`config.mk`:
```
export PLATFORM = sky130hd
export DESIGN_NAME = vpd_plane_datapath
export DESIGN_NICKNAME = d
export VERILOG_FILES = /design/src/vpd_pkg.sv /design/src/vpd_plane_datapath.sv /design/src/vpd_shifter.sv
export SDC_FILE = /design/constraint.sdc
export NUM_CORES = 1
export LEC_CHECK = 0
export ABC_AREA = 0
export BUFFER_PORTS_ARGS = -buffer_cell sky130_fd_sc_hd__buf_2
export CAP_MARGIN = 30
export CORE_ASPECT_RATIO = 1.5
export CORE_MARGIN = 8
export CORE_UTILIZATION = 35
export CTS_BUF_LIST = sky130_fd_sc_hd__clkbuf_4
export DETAILED_ROUTE_END_ITERATION = 12
export PLACE_DENSITY = 0.52
export SLEW_MARGIN = 30
export SYNTH_ARGS = -nofsm -noshare
export SYNTH_HDL_FRONTEND = slang
export SYNTH_HIERARCHICAL = 1
export SYNTH_SLANG_ARGS = --single-unit
```
`constraint.sdc`:
```
create_clock -name mclk_i -period 3 [get_ports mclk_i]
set_input_delay 0.3 -clock mclk_i [delete_from_list [all_inputs] [get_ports mclk_i]]
set_output_delay 0.3 -clock mclk_i [all_outputs]
set_load 0.05 [all_outputs]
```
`src/vpd_pkg.sv`:
```
// package of constants and carrier types for the plane datapath
package vpd_pkg;
   // host register ports
   localparam logic [11:0] PORT_INDEX     = 12'h3CE;  // index port
   localparam logic [11:0] PORT_DATA      = 12'h3CF;  // data port
   // register indexes behind the data port
   localparam logic [3:0]  IDX_SET_RESET  = 4'h0;     // set_reset_color
   localparam logic [3:0]  IDX_SR_ENABLE  = 4'h1;     // set_reset_enable
   localparam logic [3:0]  IDX_CMP_COLOR  = 4'h2;     // compare_color
   localparam logic [3:0]  IDX_ROTATE_OP  = 4'h3;     // rotate_and_logic_op
   localparam logic [3:0]  IDX_READ_PLANE = 4'h4;     // read_plane_choice
   localparam logic [3:0]  IDX_MODE       = 4'h5;     // access_mode_control
   localparam logic [3:0]  IDX_CMP_INCL   = 4'h7;     // compare_plane_include
   localparam logic [3:0]  IDX_BIT_MASK   = 4'h8;     // write_bit_mask
   // writable bit masks, reserved bits kept at zero
   localparam logic [7:0]  MASK_NIBBLE    = 8'h0F;
   localparam logic [7:0]  MASK_ROTATE_OP = 8'h1F;
   localparam logic [7:0]  MASK_READ_PL   = 8'h03;
   localparam logic [7:0]  MASK_MODE      = 8'h7B;
   // reset values
   localparam logic [7:0]  RST_REG        = 8'h00;
   localparam logic [7:0]  RST_MODE       = 8'h00;
   // field positions
   localparam int          ROT_CNT_LSB    = 0;        // rotate count, 3 bits
   localparam int          ROT_FN_LSB     = 3;        // function select, 2 bits
   localparam int          MODE_WM_LSB    = 0;        // write mode, 2 bits
   localparam int          MODE_RM_BIT    = 3;        // read mode
   localparam int          MODE_OE_BIT    = 4;        // odd/even
   localparam int          MODE_SH_LSB    = 5;        // shift control, 2 bits
   // last shifter transfer number of a loaded group
   localparam logic [2:0]  SHIFT_LAST     = 3'h7;

   typedef enum logic [1:0] {
      VPD_WM0 = 2'h0,
      VPD_WM1 = 2'h1,
      VPD_WM2 = 2'h2,
      VPD_WM3 = 2'h3
   } vpd_wmode_t;

   typedef enum logic [1:0] {
      VPD_FN_COPY = 2'h0,
      VPD_FN_AND  = 2'h1,
      VPD_FN_OR   = 2'h2,
      VPD_FN_XOR  = 2'h3
   } vpd_func_t;

   // one host register or frame buffer cycle
   typedef struct packed {
      logic        wr;       // write strobe, one cycle
      logic        rd;       // read strobe, one cycle
      logic [11:0] addr;     // port address or low frame address bits
      logic [7:0]  data;     // write data
   } vpd_host_cyc_t;

   // one frame buffer write toward the four planes
   typedef struct packed {
      logic [3:0]  we;       // per plane write pulse
      logic [31:0] data;     // plane 3 in high byte
   } vpd_mem_wr_t;
endpackage : vpd_pkg

```
`src/vpd_plane_datapath.sv`:
```
// graphics controller plane datapath: registers, write path, read path, serializer
`timescale 1ns/1ps
module vpd_plane_datapath (
   input  wire logic                  mclk_i,
   input  wire logic                  rst_b_i,
   input  vpd_pkg::vpd_host_cyc_t     reg_cyc_i,         // register port cycle
   output logic [7:0]                 reg_rdata_o,       // register read data
   input  vpd_pkg::vpd_host_cyc_t     fb_cyc_i,          // frame buffer cycle
   output logic [7:0]                 fb_rdata_o,        // frame buffer read data
   output logic                       fb_rvalid_o,       // read data valid pulse
   input  wire logic [31:0]           mem_rdata_i,       // addressed byte of each plane
   output vpd_pkg::vpd_mem_wr_t       mem_wr_o,          // plane write toward memory
   input  wire logic [3:0]            plane_write_mask_i,// sequencer plane enables
   input  wire logic                  chain4_i,          // chain-4 addressing active
   output logic [7:0]                 latch_readback_o,  // selected read latch
   input  wire logic                  shift_load_i,      // video load of plane bytes
   input  wire logic [31:0]           shift_planes_i,    // video plane bytes
   input  wire logic                  shift_step_i,      // video transfer
   output logic [3:0]                 serial_o           // serial plane bits to palette
);
   import vpd_pkg::*;

   // control registers
   logic [3:0]      idx_r;         // controller_index field
   logic [7:0]      sr_color_r;    // set_reset_color
   logic [7:0]      sr_enable_r;   // set_reset_enable
   logic [7:0]      cmp_color_r;   // compare_color
   logic [7:0]      rot_op_r;      // rotate_and_logic_op
   logic [7:0]      rd_plane_r;    // read_plane_choice
   logic [7:0]      mode_r;        // access_mode_control
   logic [7:0]      cmp_incl_r;    // compare_plane_include
   logic [7:0]      bit_mask_r;    // write_bit_mask

   // decoded fields
   vpd_wmode_t      wmode;         // write mode
   vpd_func_t       func;          // combine function
   logic [2:0]      rot_cnt;       // rotate count
   logic            rmode;         // read mode
   logic            odd_even;      // odd/even addressing

   // datapath signals
   logic [3:0][7:0] latch_r;       // memory read latches
   logic [3:0][7:0] mem_pl;        // memory read data per plane
   logic [15:0]     rot16;         // doubled data for rotation
   logic [7:0]      rot_d;         // rotated host data
   logic [7:0]      src_v;         // per plane source byte
   logic [7:0]      alu_v;         // per plane combined byte
   logic [7:0]      mask_v;        // per bit write mask
   logic [3:0][7:0] wr_plane;      // final plane write bytes
   logic [7:0]      cmp_res;       // color compare result
   logic [1:0]      plane_sel;     // effective read plane
   logic [7:0]      rd_data_nxt;   // frame buffer read data
   logic [7:0]      reg_rd_nxt;    // register read data
   logic            is_idx;        // cycle hits index port
   logic            is_data;       // cycle hits data port

   // field decode
   always_comb begin
      wmode    = vpd_wmode_t'(mode_r[MODE_WM_LSB +: 2]);
      func     = vpd_func_t'(rot_op_r[ROT_FN_LSB +: 2]);
      rot_cnt  = rot_op_r[ROT_CNT_LSB +: 3];
      rmode    = mode_r[MODE_RM_BIT];
      odd_even = mode_r[MODE_OE_BIT];
      mem_pl   = mem_rdata_i;
      is_idx   = (reg_cyc_i.addr == PORT_INDEX);
      is_data  = (reg_cyc_i.addr == PORT_DATA);
   end

   // index register write
   always_ff @(posedge mclk_i) begin
      if (!rst_b_i) begin
         idx_r <= 4'h0;
      end else if (reg_cyc_i.wr && is_idx) begin
         idx_r <= reg_cyc_i.data[3:0];
      end
   end

   // data port writes land in the indexed register, active from the next access
   always_ff @(posedge mclk_i) begin
      if (!rst_b_i) begin
         sr_color_r  <= RST_REG;
         sr_enable_r <= RST_REG;
         cmp_color_r <= RST_REG;
         rot_op_r    <= RST_REG;
         rd_plane_r  <= RST_REG;
         mode_r      <= RST_MODE;
         cmp_incl_r  <= RST_REG;
         bit_mask_r  <= RST_REG;
      end else if (reg_cyc_i.wr && is_data) begin
         case (idx_r)
            IDX_SET_RESET:  sr_color_r  <= reg_cyc_i.data & MASK_NIBBLE;
            IDX_SR_ENABLE:  sr_enable_r <= reg_cyc_i.data & MASK_NIBBLE;
            IDX_CMP_COLOR:  cmp_color_r <= reg_cyc_i.data & MASK_NIBBLE;
            IDX_ROTATE_OP:  rot_op_r    <= reg_cyc_i.data & MASK_ROTATE_OP;
            IDX_READ_PLANE: rd_plane_r  <= reg_cyc_i.data & MASK_READ_PL;
            IDX_MODE:       mode_r      <= reg_cyc_i.data & MASK_MODE;
            IDX_CMP_INCL:   cmp_incl_r  <= reg_cyc_i.data & MASK_NIBBLE;
            IDX_BIT_MASK:   bit_mask_r  <= reg_cyc_i.data;
            default: ;  // unimplemented index: write ignored
         endcase
      end
   end

   // register read mux, reserved bits already stored as zero
   always_comb begin
      reg_rd_nxt = 8'h00;
      if (is_idx) begin
         reg_rd_nxt = {4'h0, idx_r};
      end else if (is_data) begin
         case (idx_r)
            IDX_SET_RESET:  reg_rd_nxt = sr_color_r;
            IDX_SR_ENABLE:  reg_rd_nxt = sr_enable_r;
            IDX_CMP_COLOR:  reg_rd_nxt = cmp_color_r;
            IDX_ROTATE_OP:  reg_rd_nxt = rot_op_r;
            IDX_READ_PLANE: reg_rd_nxt = rd_plane_r;
            IDX_MODE:       reg_rd_nxt = mode_r;
            IDX_CMP_INCL:   reg_rd_nxt = cmp_incl_r;
            IDX_BIT_MASK:   reg_rd_nxt = bit_mask_r;
            default:        reg_rd_nxt = 8'h00;
         endcase
      end
   end

   // register read data, held until the next register read
   always_ff @(posedge mclk_i) begin
      if (!rst_b_i) begin
         reg_rdata_o <= 8'h00;
      end else if (reg_cyc_i.rd) begin
         reg_rdata_o <= reg_rd_nxt;
      end
   end

   // write path: rotate, pick source, combine, then apply bit mask per plane
   always_comb begin
      rot16    = {fb_cyc_i.data, fb_cyc_i.data} >> rot_cnt;
      rot_d    = rot16[7:0];
      src_v    = 8'h00;
      alu_v    = 8'h00;
      mask_v   = 8'h00;
      wr_plane = '0;
      for (int p = 0; p < 4; p++) begin
         case (wmode)
            VPD_WM0: begin
               // enable set/reset only counts here
               src_v = sr_enable_r[p] ? {8{sr_color_r[p]}} : rot_d;
            end
            VPD_WM2: begin
               src_v = {8{fb_cyc_i.data[p]}};
            end
            VPD_WM3: begin
               src_v = {8{sr_color_r[p]}};
            end
            default: begin
               src_v = latch_r[p];
            end
         endcase
         case (func)
            VPD_FN_AND: alu_v = src_v & latch_r[p];
            VPD_FN_OR:  alu_v = src_v | latch_r[p];
            VPD_FN_XOR: alu_v = src_v ^ latch_r[p];
            default:    alu_v = src_v;
         endcase
         if (wmode == VPD_WM1) begin
            alu_v = latch_r[p];
         end
         mask_v      = (wmode == VPD_WM3) ? (rot_d & bit_mask_r) : bit_mask_r;
         wr_plane[p] = (alu_v & mask_v) | (latch_r[p] & ~mask_v);
      end
   end

   // plane write toward memory, one cycle after the host write
   always_ff @(posedge mclk_i) begin
      if (!rst_b_i) begin
         mem_wr_o <= '0;
      end else begin
         mem_wr_o.we <= fb_cyc_i.wr ? plane_write_mask_i : 4'h0;
         if (fb_cyc_i.wr) begin
            mem_wr_o.data <= wr_plane;
         end
      end
   end

   // read latches copy every frame buffer read unaltered
   always_ff @(posedge mclk_i) begin
      if (!rst_b_i) begin
         latch_r <= '0;
      end else if (fb_cyc_i.rd) begin
         latch_r <= mem_pl;
      end
   end

   // read path: compare and plane select
   always_comb begin
      for (int b = 0; b < 8; b++) begin
         cmp_res[b] = 1'b1;
         for (int p = 0; p < 4; p++) begin
            if (cmp_incl_r[p] && (mem_pl[p][b] != cmp_color_r[p])) begin
               cmp_res[b] = 1'b0;
            end
         end
      end
      if (chain4_i) begin
         plane_sel = fb_cyc_i.addr[1:0];
      end else if (odd_even) begin
         plane_sel = {rd_plane_r[1], fb_cyc_i.addr[0]};
      end else begin
         plane_sel = rd_plane_r[1:0];
      end
      rd_data_nxt = rmode ? cmp_res : mem_pl[plane_sel];
   end

   // host read data and its valid pulse
   always_ff @(posedge mclk_i) begin
      if (!rst_b_i) begin
         fb_rdata_o  <= 8'h00;
         fb_rvalid_o <= 1'b0;
      end else begin
         fb_rvalid_o <= fb_cyc_i.rd;
         if (fb_cyc_i.rd) begin
            fb_rdata_o <= rd_data_nxt;
         end
      end
   end

   // latch readback follows the raw plane select
   always_ff @(posedge mclk_i) begin
      if (!rst_b_i) begin
         latch_readback_o <= 8'h00;
      end else begin
         latch_readback_o <= latch_r[rd_plane_r[1:0]];
      end
   end

   // video serializer
   vpd_shifter u_shifter (
      .mclk_i   (mclk_i),
      .rst_b_i  (rst_b_i),
      .load_i   (shift_load_i),
      .planes_i (shift_planes_i),
      .step_i   (shift_step_i),
      .mode_i   (mode_r[MODE_SH_LSB +: 2]),
      .serial_o (serial_o)
   );

   // index read returns the stored index with upper bits zero
   a_index_read: assert property (@(posedge mclk_i) disable iff (!rst_b_i)
      reg_cyc_i.rd && is_idx |=> reg_rdata_o == {4'h0, $past(idx_r)})
      else $error("index readback wrong");

   // data port write reaches the indexed register
   a_mode_write: assert property (@(posedge mclk_i) disable iff (!rst_b_i)
      reg_cyc_i.wr && is_data && idx_r == IDX_MODE
      |=> mode_r == ($past(reg_cyc_i.data) & MASK_MODE))
      else $error("mode register not written through data port");

   // write mode 0 with set/reset enabled fills plane 0 with its color
   a_sr_fill: assert property (@(posedge mclk_i) disable iff (!rst_b_i)
      fb_cyc_i.wr && wmode == VPD_WM0 && sr_enable_r[0] && func == VPD_FN_COPY
      && bit_mask_r == 8'hFF
      |=> mem_wr_o.data[7:0] == {8{$past(sr_color_r[0])}})
      else $error("set/reset fill wrong");

   // write mode 3 masks with rotated data and bit mask
   a_wm3_mask: assert property (@(posedge mclk_i) disable iff (!rst_b_i)
      fb_cyc_i.wr && wmode == VPD_WM3 && func == VPD_FN_COPY
      |=> ((mem_wr_o.data[7:0] ^ $past(latch_r[0])) & ~($past(rot_d) & $past(bit_mask_r)))
          == 8'h00)
      else $error("write mode 3 touched masked bits");

   // write mode 2 ignores set/reset enables
   a_wm2_color: assert property (@(posedge mclk_i) disable iff (!rst_b_i)
      fb_cyc_i.wr && wmode == VPD_WM2 && func == VPD_FN_COPY
      |=> ((mem_wr_o.data[7:0] ^ {8{$past(fb_cyc_i.data[0])}}) & $past(bit_mask_r)) == 8'h00)
      else $error("write mode 2 color wrong");

   // xor function under the bit mask, plane 1 without set/reset
   a_func_xor: assert property (@(posedge mclk_i) disable iff (!rst_b_i)
      fb_cyc_i.wr && wmode == VPD_WM0 && !sr_enable_r[1] && func == VPD_FN_XOR
      |=> ((mem_wr_o.data[15:8] ^ $past(rot_d) ^ $past(latch_r[1])) & $past(bit_mask_r))
          == 8'h00)
      else $error("xor combine wrong");

   // write mode 1 stores the latches
   a_wm1_copy: assert property (@(posedge mclk_i) disable iff (!rst_b_i)
      fb_cyc_i.wr && wmode == VPD_WM1 |=> mem_wr_o.data == $past(latch_r))
      else $error("write mode 1 did not copy latches");

   // plane write pulse lasts one cycle and follows the plane enables
   a_write_pulse: assert property (@(posedge mclk_i) disable iff (!rst_b_i)
      fb_cyc_i.wr ##1 !fb_cyc_i.wr
      |-> mem_wr_o.we == $past(plane_write_mask_i) ##1 mem_wr_o.we == 4'h0)
      else $error("plane write pulse wrong");

   // read mode 1 with nothing included answers all ones
   a_cmp_empty: assert property (@(posedge mclk_i) disable iff (!rst_b_i)
      fb_cyc_i.rd && rmode && cmp_incl_r == 8'h00 |=> fb_rvalid_o && fb_rdata_o == 8'hFF)
      else $error("empty compare not all ones");

   // chain-4 read picks the plane by address
   a_chain4_sel: assert property (@(posedge mclk_i) disable iff (!rst_b_i)
      fb_cyc_i.rd && !rmode && chain4_i && fb_cyc_i.addr[1:0] == 2'h3
      |=> fb_rdata_o == $past(mem_rdata_i[31:24]))
      else $error("chain-4 plane select wrong");
endmodule : vpd_plane_datapath

```
`src/vpd_shifter.sv`:
```
// serializer of four plane bytes onto four serial outputs
`timescale 1ns/1ps
module vpd_shifter (
   input  wire logic        mclk_i,
   input  wire logic        rst_b_i,
   input  wire logic        load_i,      // capture plane bytes, resets transfer count
   input  wire logic [31:0] planes_i,    // plane n in bits 8n+7..8n
   input  wire logic        step_i,      // one transfer
   input  wire logic [1:0]  mode_i,      // shift control
   output logic      [3:0]  serial_o     // serial outputs, output n plane n in mode 00
);
   import vpd_pkg::*;

   logic [3:0][7:0] byte_r;    // held plane bytes
   logic [2:0]      xfer_r;    // transfer number within group
   logic [3:0]      out_nxt;   // next serial value
   logic [7:0]      pair_a;    // shifted plane for outputs 1..0 in mode 01
   logic [7:0]      pair_b;    // shifted plane for outputs 3..2 in mode 01
   logic [7:0]      nib_b;     // plane chosen in mode 1x

   // choose the bits of the current transfer
   always_comb begin
      // plane 0 then 1 on the low pair, plane 2 then 3 on the high pair
      pair_a  = byte_r[{1'b0, xfer_r[2]}] << {xfer_r[1:0], 1'b0};
      pair_b  = byte_r[{1'b1, xfer_r[2]}] << {xfer_r[1:0], 1'b0};
      nib_b   = byte_r[xfer_r[2:1]];
      out_nxt = 4'h0;
      case (mode_i)
         2'h0: begin
            // bit 7 first, one bit of each plane
            for (int n = 0; n < 4; n++) begin
               out_nxt[n] = byte_r[n][3'h7 - xfer_r];
            end
         end
         2'h1: begin
            // planes 0 and 2 first, then 1 and 3; odd bits on outputs 1 and 3
            out_nxt = {pair_b[7:6], pair_a[7:6]};
         end
         default: begin
            // high nibble then low nibble, plane 0 up to plane 3
            out_nxt = xfer_r[0] ? nib_b[3:0] : nib_b[7:4];
         end
      endcase
   end

   // plane byte capture
   always_ff @(posedge mclk_i) begin
      if (!rst_b_i) begin
         byte_r <= '0;
      end else if (load_i) begin
         byte_r <= planes_i;
      end
   end

   // transfer counter and output register
   always_ff @(posedge mclk_i) begin
      if (!rst_b_i) begin
         xfer_r   <= 3'h0;
         serial_o <= 4'h0;
      end else if (load_i) begin
         xfer_r <= 3'h0;
      end else if (step_i) begin
         serial_o <= out_nxt;
         xfer_r   <= (xfer_r == SHIFT_LAST) ? 3'h0 : xfer_r + 3'h1;
      end
   end

   // first transfer of mode 00 carries every plane's bit 7
   a_shift_msb_first: assert property (@(posedge mclk_i) disable iff (!rst_b_i)
      load_i ##1 (step_i && mode_i == 2'h0 && !load_i)
      |=> serial_o == {byte_r[3][7], byte_r[2][7], byte_r[1][7], byte_r[0][7]})
      else $error("shift mode 00 first transfer not msb");
endmodule : vpd_shifter

```
==> flow_summary.yaml, run 1 <==
outcome:
  status: "completed"
timing:
  setup_viol: 0
  period_share_pct: 93.5
  rsz0062_at_grt: "no"
  tns_ns: 0
  period_minus_slack_ns: 2.80
  max_slew_margin_pct: 41.0
  max_freq_mhz: 357
  maxSlewViolCount: 0
  skew_ns: 0.0283
  finalHoldViolCount: 0
  tightest_slew_ns: 0.860
logic_synthesis:
  synthArstFlopShare_pct: 0
  yosys_warnings: 6
  ys_ff_latch: 173
  synth_area_leader_cell: "dfxtp_1"
  synth_edf_count: 0
  yosysSeqAreaShare_pct: 29.6
  yosysUniqueCellTypes: 80
  synth-main-ff-cell: "dfxtp_1"
  synth_area_sq_um: 11700
  avgSynthCellArea_sq_um: 9.07
  syn_nets: 1441
  synth.area.top_cells: "dfxtp_1 (30%), mux2i_1 (10%), mux4_2 (5.8%), o21ai_0 (4.5%), mux4_1 (4.0%)"
  synth_top_area_share_pct: 29.6
  syn_inst: 1290
final_layout:
  area_delta_synth_final_pct: 21.2
  layout-drive-gt1-share_pct: 22.3
  final_cell_mix: "buf_2 (170), dfxtp_1 (169), mux2i_1 (122)"
  fillers: 3261
  instances_no_fill: 1954
  final_common_cell: "buf_2"
  layout.nets: 1672
route:
  drt-met1-wl_um: 15000
  route.vias.total: 11000
  dr_wl_met3_um: 1910
  drt_iter0_drc: 598
  wire_per_inst_um: 21.7
  dr.max_layer_used: "met5"
  routed_wl_um: 42500
  routed_via_density: 5.61
  first_pass_iters: 5
  postRouteAntennaNets: 0
  met2_length_um: 23200
  drc: 0
clocking:
  root_buffer: "clkbuf_4"
  clk_pin_slew_ns: 0.16
  cts_setup_buffers: 0
  cts_tree: "yes"
  cts_buffers: 17
  clkLatencyLatePin_ns: 0.64
  clkSinkCount: 173
  htreeDepth: 4
  clock_path_buffers: 2
die:
  fp.coreArea_sq_um: 33100
  fp.dieH_um: 240
  die_w_um: 165
  io_pins: 182
  die-area_sq_um: 39700
  start_util_pct: 35.3
  num_rows: 82
setup_path:
  critPathMaxStageDelay_ns: 0.58
  end_kind: "flop"
  crit_path_max_fanout: 7
  cp-start-kind: "flop"
  crit_arrival_ns: 3.33
  critical_path_required_ns: 3.53
  crit_top_cell: "a21oi_1"
  cp_num_cells: 10
  critical_path_class: "flop to flop"
  crit_family: "multiplexers"
  cp_num_buf_inv: 1
  cpMaxStageDelayCell: "mux4_2"
  worstRegToRegCells: 10
  crit_path_cell_trace: "buf_4 -> mux4_2 -> mux2i_4 -> or2b_1 -> nand2_1 -> a21oi_1 -> ha_1 -> mux2i_1 -> a21oi_1 -> a41o_2"
grt:
  grt_pass1_wl_um: 63600
  antenna_found_initial: 2
  grt_usage_pct: 21.1
  grt_max_degree: 72
  grt.overflow.total: 0
  grt_pass1_vias: 10800
power:
  irDropWorstVdd_v: 0.000248
  p_leak_nw: 6.15
  clkPwrFrac_pct: 29.5
  p_int_mw: 3.31
  p_switching_mw: 1.58
  p_comb_share_pct: 19.4
  switching_share_pct: 32.3
  powerDensity_nw_per_um2: 345
  seq_power_share_pct: 51.1
placed_design:
  dpl.cell_count: 1844
  globalplace.congestion: 0.909
  place_hpwl_um: 32200
  io_buffers: 171
hold_path:
  hp-class: "primary input to flop"
  hold_depth: 2
run:
  max-cap-violations: 0
## worst register-to-register path: stages, from the launching register on
cell and delay (ns):
dfxtp_1 0.46, buf_4 0.22, mux4_2 0.58, mux2i_4 0.32
or2b_1 0.26, nand2_1 0.06, a21oi_1 0.06, ha_1 0.27
mux2i_1 0.13, a21oi_1 0.08, a41o_2 0.26
## power by group through the flow
stage          sequential [mW]  combinational [mW]  clock (mW)
2_1_floorplan             2.65               0.433           0
3_3_place_gp              2.55               0.855           0
3_5_place_dp              2.55               0.868           0
4_1_cts                   2.50               0.948        1.50
5_1_grt                   2.51                1.02        1.59
6_report                  2.50               0.948        1.44
## flip-flops by register name, summed over array words and instances, names as in the netlist
| name | flops |
|---|---|
| bit_mask_r | 8 |
| cmp_color_r | 4 |
| cmp_incl_r | 4 |
| fb_rdata_o | 8 |
| fb_rvalid_o | 1 |
| idx_r | 4 |
| latch_r | 32 |
| latch_readback_o | 8 |
| mem_wr_o | 36 |
| mode_r | 6 |
| rd_plane_r | 2 |
| reg_rdata_o | 8 |
| rot_op_r | 5 |
| sr_color_r | 4 |
| sr_enable_r | 4 |
| u_shifter/byte_r | 32 |
| u_shifter/serial_o | 4 |
| u_shifter/xfer_r | 3 |
## cells in the mapped netlist (5+ instances only)
master,count
a211o_1,11
a211o_2,5
a211oi_1,19
a21o_1,7
a21oi_1,52
a221oi_1,5
a222oi_1,9
a22o_1,10
a22oi_1,7
a31oi_1,33
a32oi_1,8
and2_1,20
and3_1,9
and4_1,5
buf_1,7
buf_2,18
buf_6,8
clkbuf_1,61
dfxtp_1,173
ha_1,34
inv_1,16
mux2_2,6
mux2i_1,122
mux2i_4,7
mux4_1,18
mux4_2,30
nand2_1,109
nand2b_1,35
nand3_1,22
nand3b_1,9
nand4_1,7
nor2_1,105
nor2b_1,66
nor3_1,6
o211ai_1,18
o21ai_0,106
o31ai_1,8
xor2_1,32
## cell families (layout without fill, tap and decap cells)
group / count (synthesis) / after routing / synth area share, %
buffers and inverters: 119 / 362 / 4.97
DFF: 173 / 173 / 29.6
other: 0 / 1 / 0
and+or+nand+nor: 412 / 412 / 17.7
xor gates and xnor gates: 32 / 32 / 2.40
adders and majority gates: 34 / 34 / 3.64
AOI/OAI and AO/OA: 336 / 336 / 19.4
muxes: 184 / 184 / 22.3
## worst paths after layout
check / start / end / slack [ns]
worst max-delay path: rot_op_r[2] / mem_wr_o[3] / 0.20
worst max register to register: rot_op_r[2] / mem_wr_o[3] / 0.20
worst min-delay path: rst_b_i / reg_rdata_o[2] / 0.06
worst min register to register: reg_rdata_o[7] / reg_rdata_o[7] / 0.47
## layout make-up
cell class                 instances  area, sq um  area share [%]
timing repair buffer             313         2170            15.3
multi-input combinational        998         7660            54.0
sequential                       173         3470            24.5
clock buffer                      17          128           0.900
tap                              420          526            3.71
clock inverter                    14          158            1.11
inverter                          18         67.6           0.477
antenna                            1         2.50          0.0177
## timing repair
item | CTS | global route
hold buffers | 78 | 0
setup endpoints to repair | 0 | 6
resized for setup | 0 | 3
hold endpoints to repair | 88 | 0
## stage by stage
| stage | utilization (%) | power, mW | hold slack (ns) | worst slack, ns | cell area [sq um] |
|---|---|---|---|---|---|
| floorplan | - | 3.09 | 0.439 | 0.404 | 11700 |
| global placement | 39.5 | 3.41 | 0.450 | 0.184 | 13100 |
| detailed placement | 39.5 | 3.42 | 0.456 | 0.199 | 13100 |
| CTS | 42.8 | 4.95 | 0.00355 | 0.152 | 14200 |
| global route | 42.8 | 5.12 | 0.00953 | 0.0269 | 14200 |
| finish | 42.8 | 4.89 | 0.0608 | 0.196 | 14200 |
## layer usage
metal	global-route usage (%)	up-vias
met4	12.8	2
li1	-	5247
met2	40.1	376
met1	20.8	5220
met3	3.43	119
met5	0	-
(Power assumes the default switching activity.)
==> inputs of run 2 (changes only) <==
--- a/config.mk
+++ b/config.mk
@@ -11,3 +11,3 @@
 export CORE_ASPECT_RATIO = 1.5
-export CORE_MARGIN = 8
+export CORE_MARGIN = 1.5
 export CORE_UTILIZATION = 35
--- a/constraint.sdc
+++ b/constraint.sdc
@@ -3,2 +3,2 @@
 set_output_delay 0.3 -clock mclk_i [all_outputs]
-set_load 0.05 [all_outputs]
+set_load 0.1 [all_outputs]
==> flow_summary.yaml, run 2 (synthesis results as in run 1) <==
final_layout:
  top_register: "mem_wr_o"
  largest_reg_flops: 36
  fin_util_pct: 43.0
  final_cell_mix: "buf_2 (170), dfxtp_1 (168), mux2i_1 (122)"
  largestRegisters: "mem_wr_o: 36 flops, latch_r: 32 flops, u_shifter/byte_r: 32 flops"
  area_delta_synth_final_pct: 20.4
  final_common_cell: "buf_2"
  instances_no_fill: 1940
  layout-drive-gt1-share_pct: 21.8
  layout.nets: 1662
outcome:
  status: "completed"
grt:
  grt_use_met3_pct: 3.31
  grt_pass1_wl_um: 62600
  grt_max_degree: 70
  grt_busiest_layer: "met2"
  antenna_found_initial: 1
  use_met2_pct: 44.9
  grt.overflow.total: 0
  met1_usage_pct: 23.6
  grt_usage_pct: 23.5
  grt_pass1_vias: 10700
route:
  postRouteAntennaNets: 0
  wire_per_inst_um: 21.2
  first_pass_iters: 6
  routed_wl_um: 41100
  drc: 0
  routed_via_density: 5.64
  route.vias.total: 10900
  drt_iter0_drc: 633
timing:
  tns_ns: 0
  maxSlewViolCount: 0
  max_freq_mhz: 359
  period_minus_slack_ns: 2.79
  max_slew_margin_pct: 31.0
  finalHoldViolCount: 0
  rsz0062_at_grt: "no"
  setup_viol: 0
  tightest_slew_ns: 1.01
  period_share_pct: 92.9
  skew_ns: 0.0278
die:
  io_pins: 182
  fp.coreArea_sq_um: 32700
  start_util_pct: 35.7
  die-area_sq_um: 34600
  fp.dieH_um: 227
  die_w_um: 152
  num_rows: 81
setup_path:
  crit_path_max_fanout: 22
  cpMaxStageDelayCell: "dfxtp_1"
  r2r_end: "mem_wr_o[31]"
  crit_family: "compound AO/OA/AOI/OAI gates"
  critical_path_required_ns: 3.54
  crit_top_cell: "o21ai_0"
  critical_path_class: "flop to flop"
  crit_arrival_ns: 3.33
  critPathMaxStageDelay_ns: 0.80
  rrSetupSlack_ns: 0.21
  cp-start-kind: "flop"
  r2r-start: "mode_r[0]"
  crit_path_cell_trace: "nand3b_1 -> a21oi_1 -> o21ai_0 -> and2_1 -> ha_1 -> nor2b_1 -> o21ai_0 -> o21ai_0 -> a21oi_1 -> o31ai_1"
  cp_num_buf_inv: 0
  end_kind: "flop"
  worstRegToRegCells: 10
clocking:
  htreeDepth: 4
  clkSinkCount: 173
  cts_buffers: 17
  cts_setup_buffers: 0
  cts_tree: "yes"
  clk_pin_slew_ns: 0.16
  clkLatencyLatePin_ns: 0.64
  clock_path_buffers: 2
  root_buffer: "clkbuf_4"
power:
  seq_power_share_pct: 49.4
  clkPwrFrac_pct: 29.1
  p_int_mw: 3.32
  p_switching_mw: 1.74
  p_comb_share_pct: 21.5
  p_leak_nw: 6.10
  p_total_mw: 5.06
  powerDensity_nw_per_um2: 359
  switching_share_pct: 34.4
  irDropWorstVdd_v: 0.000335
placed_design:
  place_hpwl_um: 30400
  dpl.cell_count: 1829
  io_buffers: 171
  globalplace.congestion: 0.917
hold_path:
  hp-class: "primary input to flop"
  hold_depth: 2
  hold_path_end: "fb_rdata_o[0]"
  hold_start: "fb_cyc_i[20]"
run:
  max-cap-violations: 0
## run 2: per-layer routing
layer  wire [um]  up-vias
met2       22100      341
li1            -     5216
met5           0        -
met3        1530      113
met4        2780        0
met1       14700     5278
## run 2: through the flow
step | hold WS (ns) | setup WS [ns] | cell area, sq um
4_1_cts | 0.0215 | 0.0860 | 14100
6_report | 0.0814 | 0.214 | 14100
3_5_place_dp | 0.456 | 0.0972 | 13000
3_3_place_gp | 0.451 | 0.154 | 13000
2_1_floorplan | 0.439 | 0.404 | 11700
5_1_grt | 0.0725 | 0.00291 | 14100
## run 2: area by class of cell
cell class / instances / area [sq um]
fill: 3241 / 18600
inverter: 18 / 67.6
tap: 415 / 519
clock buffer: 18 / 135
timing repair buffer: 303 / 2080
multi-input combinational: 998 / 7660
sequential: 173 / 3470
antenna: 1 / 2.50
clock inverter: 14 / 156
## run 2: worst reg2reg max path, stage by stage (launching register included)
cell and delay (ns):
dfxtp_1 0.80, nand3b_1 0.24, a21oi_1 0.35, o21ai_0 0.27, and2_1 0.22, ha_1 0.17, nor2b_1 0.14, o21ai_0 0.16
o21ai_0 0.10, a21oi_1 0.16, o31ai_1 0.09
## run 2: how the worst max path moves through the flow
stage,from,to,slack [ns],depth (start not counted)
floorplan,rot_op_r[1],mem_wr_o[6],0.40,10
global placement,rot_op_r[1],mem_wr_o[10],0.15,9
detailed placement,rot_op_r[2],mem_wr_o[17],0.1,11
CTS,rot_op_r[2],mem_wr_o[17],0.09,11
global route,mode_r[0],mem_wr_o[31],0.003,10
finish,mode_r[0],mem_wr_o[31],0.21,10
## run 2: timing repair
item	in CTS	in global routing
hold buffers	78	0
resized for setup	0	3
endpoints found under the hold margin	88	0
setup endpoints to repair	0	11
## run 2: power groups by stage
stage | logic, mW | registers [mW] | clock network (mW)
2_1_floorplan | 0.433 | 2.81 | 0
3_3_place_gp | 0.995 | 2.55 | 0
3_5_place_dp | 1.01 | 2.55 | 0
4_1_cts | 1.09 | 2.50 | 1.53
5_1_grt | 1.16 | 2.51 | 1.61
6_report | 1.09 | 2.50 | 1.47
